--- config.mk ---
export PLATFORM = sky130hd
export DESIGN_NAME = mpi_port_if
export DESIGN_NICKNAME = d
export VERILOG_FILES = /design/src/hw/mpi_pkg.sv /design/src/hw/mpi_cmd_fifo.sv /design/src/hw/mpi_port_if.sv
export SDC_FILE = /design/constraint.sdc
export NUM_CORES = 1
export LEC_CHECK = 0
export BUFFER_PORTS_ARGS = -buffer_cell sky130_fd_sc_hd__clkbuf_2
export CAP_MARGIN = 20
export CORE_ASPECT_RATIO = 1.25
export CORE_MARGIN = 2
export CORE_UTILIZATION = 65
export CTS_BUF_LIST = sky130_fd_sc_hd__clkbuf_8 sky130_fd_sc_hd__clkbuf_16
export DETAILED_ROUTE_END_ITERATION = 10
export PLACE_DENSITY = 0.83
export SETUP_SLACK_MARGIN = 0.4
export SLEW_MARGIN = 25
export SYNTH_ARGS = -nofsm -noshare
export SYNTH_HDL_FRONTEND = slang
export SYNTH_SLANG_ARGS = --single-unit
--- constraint.sdc ---
create_clock -name i_ref_clk -period 7.5 [get_ports i_ref_clk]
set_input_delay 2.25 -clock i_ref_clk [delete_from_list [all_inputs] [get_ports i_ref_clk]]
set_output_delay 2.25 -clock i_ref_clk [all_outputs]
set_load 0.03 [all_outputs]
--- src/hw/mpi_pkg.sv ---
// package: constants, command and state types for the microcontroller port interface
`default_nettype none
package mpi_pkg;
    localparam int          DATA_W      = 8;
    localparam int          PC_W        = 10;
    localparam int          STACK_DEPTH = 31;
    localparam int          SP_W        = 5;
    localparam int          FIFO_DEPTH  = 4;
    localparam logic [9:0]  INT_VECTOR  = 10'h3ff;
    localparam logic [9:0]  RESET_PC    = 10'h000;
    localparam logic [9:0]  PC_STEP     = 10'h001;
    localparam logic [4:0]  SP_RESET    = 5'h00;
    localparam logic [4:0]  SP_LAST     = 5'h1e;
    localparam logic [4:0]  SP_STEP     = 5'h01;
    localparam logic [7:0]  BYTE_RESET  = 8'h00;
    localparam int          FLAG_Z_BIT  = 0;
    localparam int          FLAG_C_BIT  = 1;
    localparam int          IE_BIT      = 0;

    typedef enum logic [2:0] {
        OP_NOP    = 3'h0,
        OP_INPUT  = 3'h1,
        OP_OUTPUT = 3'h2,
        OP_EINT   = 3'h3,
        OP_DINT   = 3'h4,
        OP_RETI   = 3'h5,
        OP_FLAGS  = 3'h6
    } mpi_op_t;

    typedef struct packed {
        mpi_op_t     op;
        logic [7:0]  port_address_bus;
        logic [7:0]  data;
    } mpi_cmd_t;

    localparam int CMD_W = $bits(mpi_cmd_t);

    typedef enum logic [1:0] {
        ST_IDLE   = 2'h0,
        ST_FIRST  = 2'h1,
        ST_SECOND = 2'h2
    } mpi_state_t;
endpackage
`default_nettype wire

--- src/hw/mpi_cmd_fifo.sv ---
// small flip-flop fifo holding queued port-interface commands
`default_nettype none
module mpi_cmd_fifo #(
    parameter int WIDTH = 19,
    parameter int DEPTH = 4
) (
    // clock and reset
    input  wire logic             i_ref_clk,
    input  wire logic             i_reset,
    // filling side
    input  wire logic             i_in_valid,
    input  wire logic [WIDTH-1:0] i_in_data,
    output logic                  o_in_ready,
    // draining side
    output logic                  o_out_valid,
    output logic      [WIDTH-1:0] o_out_data,
    input  wire logic             i_out_ready
);
    localparam int AW = (DEPTH > 1) ? $clog2(DEPTH) : 1;
    localparam int CW = $clog2(DEPTH + 1);
    localparam logic [CW-1:0] CNT_FULL = CW'(DEPTH);
    localparam logic [CW-1:0] CNT_ONE  = CW'(1);

    logic [WIDTH-1:0] mem_ff [DEPTH];
    logic [AW-1:0]    wr_ptr_ff;
    logic [AW-1:0]    rd_ptr_ff;
    logic [CW-1:0]    cnt_ff;
    logic [CW-1:0]    nxt_cnt;
    logic             in_ready_ff;
    logic             push;
    logic             pop;

    function automatic logic [AW-1:0] ptr_next(input logic [AW-1:0] p);
        return (p == AW'(DEPTH - 1)) ? '0 : AW'(p + AW'(1));
    endfunction

    assign o_in_ready  = in_ready_ff;
    assign o_out_valid = (cnt_ff != '0);
    assign o_out_data  = mem_ff[rd_ptr_ff];
    assign push        = i_in_valid && in_ready_ff;
    assign pop         = o_out_valid && i_out_ready;

    always_comb begin
        nxt_cnt = cnt_ff;
        if (push && !pop) begin
            nxt_cnt = cnt_ff + CNT_ONE;
        end else if (pop && !push) begin
            nxt_cnt = cnt_ff - CNT_ONE;
        end
    end

    always_ff @(posedge i_ref_clk or posedge i_reset) begin
        if (i_reset) begin
            cnt_ff      <= '0;
            in_ready_ff <= 1'b1;
            wr_ptr_ff   <= '0;
            rd_ptr_ff   <= '0;
        end else begin
            cnt_ff      <= nxt_cnt;
            // ready is registered so back-pressure never has a combinational path
            in_ready_ff <= (nxt_cnt != CNT_FULL);
            if (push) begin
                wr_ptr_ff <= ptr_next(wr_ptr_ff);
            end
            if (pop) begin
                rd_ptr_ff <= ptr_next(rd_ptr_ff);
            end
        end
    end

    always_ff @(posedge i_ref_clk) begin
        if (push) begin
            mem_ff[wr_ptr_ff] <= i_in_data;
        end
    end
endmodule
`default_nettype wire

--- src/hw/mpi_port_if.sv ---
// port interface engine: two-cycle port accesses, interrupt and reset events
//
// What the document requires of this block and its peripherals
// RULE1: all storage updates on rising clock edge; the code also clears registers asynchronously on i_reset, except stack and fifo contents and cfg_done_ff
// RULE2: peripheral holds input data; captured at edge
// RULE3: source holds interrupt high two cycles minimum
// RULE4: interrupt input ignored while enable flag clear
// RULE5: reset input held high one cycle minimum
// RULE6: automatic reset event after configuration completes
// RULE7: written byte on output bus two cycles
// RULE8: port address held two cycles per access
// RULE9: read pulse only in second access cycle
// RULE10: write pulse only in second access cycle
// RULE11: peripheral latches data when write pulse high
// RULE12: acknowledge high in second interrupt cycle
// RULE13: read pulse usable as fifo pop acknowledge
// RULE14: acknowledge may clear pending interrupt source
// RULE15: interrupt saves flags, pushes pc, jumps vector
// RULE16: reset clears pc, flags, enable and stack
// RULE17: strobes one cycle each, never together
`default_nettype none
module mpi_port_if
    import mpi_pkg::*;
(
    // clock and reset
    input  wire logic              i_ref_clk,
    input  wire logic              i_reset,
    // command queue from the instruction side
    input  wire logic              i_cmd_valid,
    input  wire mpi_cmd_t          i_cmd,
    output logic                   o_cmd_ready,
    // peripheral port bus
    input  wire logic [DATA_W-1:0] i_in_port,
    output logic      [DATA_W-1:0] o_out_port,
    output logic      [DATA_W-1:0] o_port_address_bus,
    output logic                   o_read_strobe,
    output logic                   o_write_strobe,
    // interrupt
    input  wire logic              i_interrupt,
    output logic                   o_interrupt_ack,
    // results and state
    output logic      [DATA_W-1:0] o_rd_data,
    output logic                   o_rd_valid,
    output logic      [PC_W-1:0]   o_pc,
    output logic      [1:0]        o_flags,
    output logic                   o_int_enable
);
    mpi_state_t        state_ff;
    mpi_cmd_t          cur_ff;
    logic              int_evt_ff;
    logic [PC_W-1:0]   pc_ff;
    logic              flag_z_ff;
    logic              flag_c_ff;
    logic              save_z_ff;
    logic              save_c_ff;
    logic              ie_ff;
    logic [SP_W-1:0]   sp_ff;
    logic [PC_W-1:0]   stack_ff [STACK_DEPTH];
    logic              cfg_done_ff = 1'b0;
    logic              q_valid;
    mpi_cmd_t          q_cmd;
    logic              boundary;
    logic              int_take;
    logic              cmd_take;
    logic              commit;
    logic              cmd_commit;
    logic              is_push;
    logic              is_pop;
    logic [SP_W-1:0]   sp_dec;

    function automatic logic [SP_W-1:0] sp_inc(input logic [SP_W-1:0] p);
        return (p == SP_LAST) ? SP_RESET : SP_W'(p + SP_STEP);
    endfunction

    // the stack is cyclic: the oldest entry is overwritten when it is full
    assign sp_dec = (sp_ff == SP_RESET) ? SP_LAST : SP_W'(sp_ff - SP_STEP);

    mpi_cmd_fifo #(
        .WIDTH (CMD_W),
        .DEPTH (FIFO_DEPTH)
    ) u_cmd_fifo (
        .i_ref_clk   (i_ref_clk),
        .i_reset     (i_reset),
        .i_in_valid  (i_cmd_valid),
        .i_in_data   (i_cmd),
        .o_in_ready  (o_cmd_ready),
        .o_out_valid (q_valid),
        .o_out_data  (q_cmd),
        .i_out_ready (cmd_take)
    );

    // a new access may start while the previous one finishes its second cycle;
    // a DINT or interrupt still in flight holds off a new interrupt
    assign boundary   = cfg_done_ff && (state_ff != ST_FIRST);
    assign int_take   = boundary && ie_ff && i_interrupt                      // RULE4
                        && !(state_ff == ST_SECOND && (int_evt_ff || cur_ff.op == OP_DINT));
    assign cmd_take   = boundary && !int_take && q_valid;
    assign commit     = (state_ff == ST_SECOND);
    assign cmd_commit = commit && !int_evt_ff;
    assign is_push    = commit && int_evt_ff;
    assign is_pop     = cmd_commit && (cur_ff.op == OP_RETI);

    // power-up reset event: the flop's configured value blocks new accesses and holds pc, flags, enable and stack pointer in reset
    always_ff @(posedge i_ref_clk) begin
        cfg_done_ff <= 1'b1; // RULE6
    end

    always_ff @(posedge i_ref_clk or posedge i_reset) begin // RULE1 RULE5
        if (i_reset) begin
            state_ff   <= ST_IDLE;
            cur_ff     <= '0;
            int_evt_ff <= 1'b0;
        end else if (int_take) begin
            state_ff   <= ST_FIRST;
            cur_ff     <= '0;
            int_evt_ff <= 1'b1;
        end else if (cmd_take) begin
            state_ff   <= ST_FIRST;
            cur_ff     <= q_cmd;
            int_evt_ff <= 1'b0;
        end else if (state_ff == ST_FIRST) begin
            state_ff   <= ST_SECOND;
        end else begin
            state_ff   <= ST_IDLE;
        end
    end

    // port bus: address and data stand from the first cycle through the second
    always_ff @(posedge i_ref_clk or posedge i_reset) begin
        if (i_reset) begin
            o_port_address_bus <= BYTE_RESET;
            o_out_port         <= BYTE_RESET;
        end else if (cmd_take) begin
            if (q_cmd.op == OP_INPUT || q_cmd.op == OP_OUTPUT) begin
                o_port_address_bus <= q_cmd.port_address_bus; // RULE8
            end
            if (q_cmd.op == OP_OUTPUT) begin
                o_out_port <= q_cmd.data; // RULE7
            end
        end
    end

    // strobes and acknowledge rise for the second cycle only
    always_ff @(posedge i_ref_clk or posedge i_reset) begin
        if (i_reset) begin
            o_read_strobe   <= 1'b0;
            o_write_strobe  <= 1'b0;
            o_interrupt_ack <= 1'b0;
        end else begin
            o_read_strobe   <= (state_ff == ST_FIRST) && !int_evt_ff
                               && (cur_ff.op == OP_INPUT); // RULE9 RULE17
            o_write_strobe  <= (state_ff == ST_FIRST) && !int_evt_ff
                               && (cur_ff.op == OP_OUTPUT); // RULE10 RULE17
            o_interrupt_ack <= (state_ff == ST_FIRST) && int_evt_ff; // RULE12
        end
    end

    // input byte is taken on the edge that closes the read strobe cycle
    always_ff @(posedge i_ref_clk or posedge i_reset) begin
        if (i_reset) begin
            o_rd_data  <= BYTE_RESET;
            o_rd_valid <= 1'b0;
        end else begin
            o_rd_valid <= o_read_strobe;
            if (o_read_strobe) begin
                o_rd_data <= i_in_port; // RULE2
            end
        end
    end

    // program counter, flags, enable and stack pointer
    always_ff @(posedge i_ref_clk or posedge i_reset) begin
        if (i_reset) begin
            pc_ff     <= RESET_PC; // RULE16
            flag_z_ff <= 1'b0;
            flag_c_ff <= 1'b0;
            save_z_ff <= 1'b0;
            save_c_ff <= 1'b0;
            ie_ff     <= 1'b0;
            sp_ff     <= SP_RESET;
        end else if (!cfg_done_ff) begin
            pc_ff     <= RESET_PC; // RULE6 RULE16
            flag_z_ff <= 1'b0;
            flag_c_ff <= 1'b0;
            save_z_ff <= 1'b0;
            save_c_ff <= 1'b0;
            ie_ff     <= 1'b0;
            sp_ff     <= SP_RESET;
        end else if (is_push) begin
            save_z_ff <= flag_z_ff; // RULE15
            save_c_ff <= flag_c_ff;
            ie_ff     <= 1'b0;
            pc_ff     <= INT_VECTOR;
            sp_ff     <= sp_inc(sp_ff);
        end else if (is_pop) begin
            pc_ff     <= stack_ff[sp_dec];
            sp_ff     <= sp_dec;
            flag_z_ff <= save_z_ff;
            flag_c_ff <= save_c_ff;
            ie_ff     <= cur_ff.data[IE_BIT];
        end else if (cmd_commit) begin
            pc_ff <= PC_W'(pc_ff + PC_STEP);
            if (cur_ff.op == OP_EINT) begin
                ie_ff <= 1'b1;
            end else if (cur_ff.op == OP_DINT) begin
                ie_ff <= 1'b0;
            end else if (cur_ff.op == OP_FLAGS) begin
                flag_z_ff <= cur_ff.data[FLAG_Z_BIT];
                flag_c_ff <= cur_ff.data[FLAG_C_BIT];
            end
        end
    end

    // stack contents are data and survive reset; only the pointer is cleared
    always_ff @(posedge i_ref_clk) begin
        if (is_push && cfg_done_ff) begin
            stack_ff[sp_ff] <= pc_ff; // RULE15
        end
    end

    assign o_pc         = pc_ff;
    assign o_flags      = {flag_c_ff, flag_z_ff};
    assign o_int_enable = ie_ff;
endmodule
`default_nettype wire

Word-level counts from Yosys, hierarchy flattened:

Memory sizes are Yosys's and may differ from the RTL's.
Index checks and enable logic that the tools add are counted.

* register bits: 64
* RAM bits: 386
* input port bits: 31
* output and inout port bits: 42
* word-level logic and storage cells: 122
* memories: 2

* add/sub/neg operators: 7
* equal/unequal tests: 17
* mux-type cells: 37
* bitwise operators: 1
* reductions and logical operators: 36

Memory list
* stack_ff: depth 31, bits a word 10, rd ports 1, clocked after memory_dff 0, write ports 1, RTL line mpi_port_if.sv:58 `logic [PC_W-1:0] stack_ff [STACK_DEPTH];`
* u_cmd_fifo.mem_ff: depth 4, bits a word 19, rd ports 1, clocked after memory_dff 0, write ports 1, RTL line mpi_cmd_fifo.sv:24 `logic [WIDTH-1:0] mem_ff [DEPTH];`

Operator list (number)
* 2-to-1 mux 19 bit: 2
* 2-to-1 mux 10 bit: 3
* 2-to-1 mux 1 bit: 21
* 2-to-1 mux 5 bit: 4
* logical AND 1 bit: 17
* adder 10 x 1 -> 10 bit, second input constant: 1
* 2-to-1 mux 2 bit: 5
* equality test 3 x 2 -> 1 bit, second input constant: 3
* equality test 3 bit, second input constant: 3
* nonzero test 2 bit: 4
* equality test 2 bit, second input constant: 3
* equality test 3 x 1 -> 1 bit, second input constant: 2
* 2-to-1 mux 3 bit: 2
* AND reduction 2 bit: 3
* nonzero test 3 bit: 2
* adder 5 x 1 -> 5 bit, second input constant: 1
* equality test 5 bit, second input constant: 1
* logical NOT 1 bit: 5
* logical NOT 5 bit: 1
* AND reduction 5 bit: 1
* subtractor 5 x 1 -> 5 bit, second input constant: 1
* adder 2 x 1 -> 2 bit, second input constant: 2
* != test 2 bit, second input constant: 2
* nonzero test 4 bit: 1
* other kinds (7): 8

Logic depth before layout (Yosys ltp):

* word-level depth: 13
* depth in mapped cells: 11
* depth with buffers taken out: 9

Cells and area by module:

From an unflattened synthesis, not the netlist that was laid out.

* cells, all modules: 1262
* area, all modules: 18489.0 sq um

Modules (own cells, without submodules)
* mpi_port_if: instances 1, cells each 1108, area each 15179.6 sq um, seq. area each 10710.3 sq um
* mpi_cmd_fifo: instances 1, cells each 154, area each 3309.4 sq um, seq. area each 2483.6 sq um

Worst setup path before layout:

Ideal clock, no wire load.

* kind: input port to flip-flop
* start: input port i_interrupt
* end: register o_out_port[0]
* setup time: 0.125 ns
* arrival time: 3.574 ns
* required time: 7.375 ns
* setup slack: 3.801 ns
* stages on the path: 5
* path buffers: 0
* cell sequence: and3_1 -> a21oi_4 -> nand2b_1 -> nor3b_2 -> mux2_2

* longest elaborated chain between the ends: 6

RTL lines
* start, declared: RTL line mpi_port_if.sv:39 `input wire logic i_interrupt,`
* logical AND 1 bit: RTL line mpi_port_if.sv:95 `assign int_take = boundary && ie_ff && i_interrupt`
* logical AND 1 bit: RTL line mpi_port_if.sv:96 `&& !(state_ff == ST_SECOND && (int_evt_ff || cur_ff.op == OP_DINT));`
* logical NOT 1 bit: RTL line mpi_port_if.sv:97 `assign cmd_take = boundary && !int_take && q_valid;`
* logical AND 1 bit (2 in series): RTL line mpi_port_if.sv:97
* AND reduction 2 bit (no source line)
* end signal, assigned: RTL line mpi_port_if.sv:138 `o_out_port <= q_cmd.data;`
* end, declared: RTL line mpi_port_if.sv:34 `output logic [DATA_W-1:0] o_out_port,`

No other way between the ends.
A chain may end at the register's enable or synchronous reset.

Worst setup path in the final report:

* start: register o_read_strobe
* end: output port o_read_strobe

RTL lines
* start, declared: RTL line mpi_port_if.sv:36 `output logic o_read_strobe,`
* start signal, assigned: RTL line mpi_port_if.sv:150 `o_read_strobe <= (state_ff == ST_FIRST) && !int_evt_ff`

No word-level cell between the ends.

==> impl_metrics.json <==
{
  "outcome": "finished, final reports clean",
  "cp_top_family": "flip-flops",
  "min_period_ns": 3.622,
  "die_h_um": 190.7,
  "start_util": 0.6592,
  "numCtsBuffers": 40,
  "grt_usage": 0.2792,
  "ios": 73,
  "drt-pass1-iter-count": 5,
  "yosys_warnings": 0,
  "max_clock_freq_mhz": 276.1,
  "synthesis.nets": 1057,
  "drive_gt1_frac": 0.2522,
  "drv_slew": 0,
  "viasPerCell": 6.636,
  "setup_viol": 0,
  "nets": 1139,
  "worst_slew_pin_slew_ns": 1.052,
  "cp.required_ns": 5.25,
  "synthFlopType": "edfxtp_1",
  "crit_chain": "clkbuf_2",
  "synth_top_area_cell": "edfxtp_1",
  "p_per_area_mw_per_mm2": 441.9,
  "cts_htree_levels": 2,
  "cts_root_buffer": "clkbuf_16",
  "cts_tree": "yes",
  "path_class": "reg -> out",
  "synth.distinct_cells": 68,
  "drtIter0Drc": 1136,
  "cp.arrival_ns": 1.37,
  "clkSinkCount": 450,
  "power_mw": 8.878,
  "syn2layout_area_growth_pct": 10.89,
  "insertion_delay_ns": 0.54,
  "hold_viol_final": 0,
  "fin_crit_sh": 0.4829,
  "dieWidth_um": 153.3,
  "hold_path.class": "reg -> reg",
  "netlist.area_leader.share": 0.6398,
  "grt_pass1_vias": 9995,
  "synth.yosys.seq_area_share": 0.7283,
  "fin_setup_tns_ns": 0,
  "cts.path.max_buffers": 3,
  "syn_area_per_cell_um2": 17.90,
  "drv_cap": 0,
  "n_antenna_cell": 0,
  "rsz0062_at_grt": "false",
  "drtAntennaViolNets": 0,
  "post_cts_resized": 0,
  "cp-start-kind": "flop",
  "io_buffers": 72,
  "hpwl_mm": 24.23,
  "cp_slowest_cell": "dfrtp_1",
  "worst_setup_path_end_kind": "output pin",
  "place.gp.congestion": 0.9225,
  "antenna_found_initial": 0,
  "cts_setup_buffers": 0,
  "grt-ovfl-total": 0,
  "static-leakage-power_nw": 6.961,
  "wl_mm": 39.50,
  "drc_errors": 0,
  "slowest_delay_ns": 0.56,
  "syn_inst": 1012,
  "synth_seq_cells": 450,
  "critPathBufInv": 1,
  "die_area_mm2": 0.02923,
  "ir_drop_v": 0.0004221,
  "synthesis.area_mm2": 0.01812,
  "ys_async_sr_fraction": 0.1422,
  "cp_max_fo": 10,
  "grt_start_max_net_pins": 65,
  "fp-row-count": 68,
  "post_drt_wl_per_cell_um": 26.76,
  "fin_skew_ns": 0.01268,
  "vias": 9794,
  "relSlewSlack": 0.2962,
  "synth_edf_count": 386,
  "ctsHoldBuffers": 0,
  "synth_area_leaders": "edfxtp_1 (64%), mux4_2 (10%), dfrtp_1 (8.7%)",
  "core_region_area_mm2": 0.02748,
  "path_clk_slew_ns": 0.06,
  "grt_pass1_wl_mm": 60.73
}
==> area by class of cell <==
type / count / area [µm²]
inverters: 11 / 41.29
flip-flops and latches: 450 / 13190
repair buffers: 91 / 503.0
well taps: 350 / 437.9
multi-input cells: 500 / 4624
clock buffers: 49 / 1147
fillers: 1571 / 7392
clock inverters: 25 / 141.4
==> synthesized netlist by cell type (all sizes together) (2+ instances only) <==
library cell    n
edfxtp        386
mux4           84
nand2          71
nor2           64
dfrtp          63
a21oi          29
mux2           29
clkbuf         27
mux2i          27
buf            24
nand3          20
o21ai          19
and3           15
ha             14
a31oi          13
a211oi         11
inv            11
nand2b         11
nor3            6
o22ai           6
nor3b           5
xnor2           5
a21o            4
and2            4
nor2b           4
nor4            4
o211ai          4
o31ai           4
or2             4
a2111oi         3
a311oi          3
a31o            3
nand3b          3
or3             3
a211o           2
a22o            2
maj3            2
nand4           2
nand4b          2
o2111ai         2
o21a            2
o221a           2
o221ai          2
o311ai          2
==> metal layers <==
metal | track usage | up-vias | wire length, µm
li1 | - | 4191 | -
met1 | 0.3618 | 4886 | 14120
met2 | 0.4648 | 587 | 20040
met3 | 0.05386 | 130 | 3361
met4 | 0.1300 | 0 | 1974
met5 | 0 | - | 0
==> placed cells by master (no fill, tap or decap), drive strengths merged, types with 3 or more instances in the layout <==
cell type  Yosys  layout
clkbuf        27     121
nor2          64      64
buf           24      19
nor3b          5       5
dfrtp         63      63
mux2          29      29
o22ai          6       6
mux2i         27      27
o21ai         19      19
o211ai         4       4
and2           4       4
or2            4       4
clkinv         0       9
a311oi         3       3
a31oi         13      13
nand3b         3       3
inv           11      25
a2111oi        3       3
mux4          84      84
and3          15      15
nor4           4       4
o31ai          4       4
a21oi         29      29
a211oi        11      11
nand3         20      20
nand2b        11      11
a31o           3       3
or3            3       3
ha            14      14
nor2b          4       4
edfxtp       386     386
nor3           6       6
a21o           4       4
xnor2          5       5
nand2         71      71
==> path summary, 6_finish.rpt <==
kind / end / slack [ns] / depth (start not counted) / start
max in group asynchronous: o_pc[5]$_DFFE_PP0P_ / 4.94 / 3 / i_reset
hold / removal: save_z_ff$_DFFE_PP0P_ / 0.50 / 2 / save_z_ff$_DFFE_PP0P_
setup / recovery: o_read_strobe / 3.88 / 1 / o_read_strobe$_DFF_PP0_
min in group asynchronous: o_rd_data[0]$_DFFE_PP0P_ / 1.95 / 3 / i_reset
setup reg to reg: o_pc[5]$_DFFE_PP0P_ / 4.02 / 8 / sp_ff[0]$_DFFE_PP0N_
hold reg to reg: save_z_ff$_DFFE_PP0P_ / 0.50 / 2 / save_z_ff$_DFFE_PP0P_
==> tightest hold or removal path: cells and delay by family (launching register included) <==
kind / cells / cell delay, ns
DFF: 1 / 0.36
and+or+nand+nor: 2 / 0.12
==> sequential cells by signal (all words and copies together), names as in the netlist <==
name,flops
u_cmd_fifo.wr_ptr_ff,2
flag_c_ff,1
o_write_strobe,1
u_cmd_fifo.cnt_ff,3
o_pc,10
stack_ff,310
u_cmd_fifo.rd_ptr_ff,2
u_cmd_fifo.o_in_ready,1
o_read_strobe,1
save_c_ff,1
int_evt_ff,1
u_cmd_fifo.mem_ff,76
o_interrupt_ack,1
o_port_address_bus,8
sp_ff,5
cur_ff,5
o_int_enable,1
state_ff,2
o_rd_valid,1
o_out_port,8
flag_z_ff,1
o_rd_data,8
save_z_ff,1
==> stage by stage <==
step / hold WS (ns) / setup slack (ns) / instance area (µm²) / util / cells
global placement: 0.4632 / 3.519 / 18800 / 0.6839 / 1402
detailed placement: 0.4742 / 3.397 / 18800 / 0.6839 / 1402
CTS: 0.5025 / 3.849 / 20080 / 0.7308 / 1476
global route: 0.5243 / 3.797 / 20090 / 0.7310 / 1476
floorplan: 0.4466 / 3.654 / 18120 / - / 1012
finish: 0.5030 / 3.878 / 20090 / 0.7310 / 1476
==> cells by family after synthesis <==
family,after synthesis,share of synthesized area
flip-flops,450,0.7283
AND/OR/NAND/NOR,220,0.05760
multiplexers,140,0.1376
AO/OA/AOI/OAI,118,0.04462
buffers and inverters,62,0.01823
adder cells (fa/ha/maj),16,0.01077
XOR/XNOR,6,0.002901
==> report_power, final <==
part | switching [mW] | leakage (nW) | total [mW] | internal (mW)
Combinational | 2.19 | 2.02 | 3.50 | 1.31
Sequential | 0.231 | 4.25 | 3.39 | 3.16
Clock | 0.863 | 0.683 | 1.98 | 1.12
Note: power is estimated with default switching activity, not from simulation.
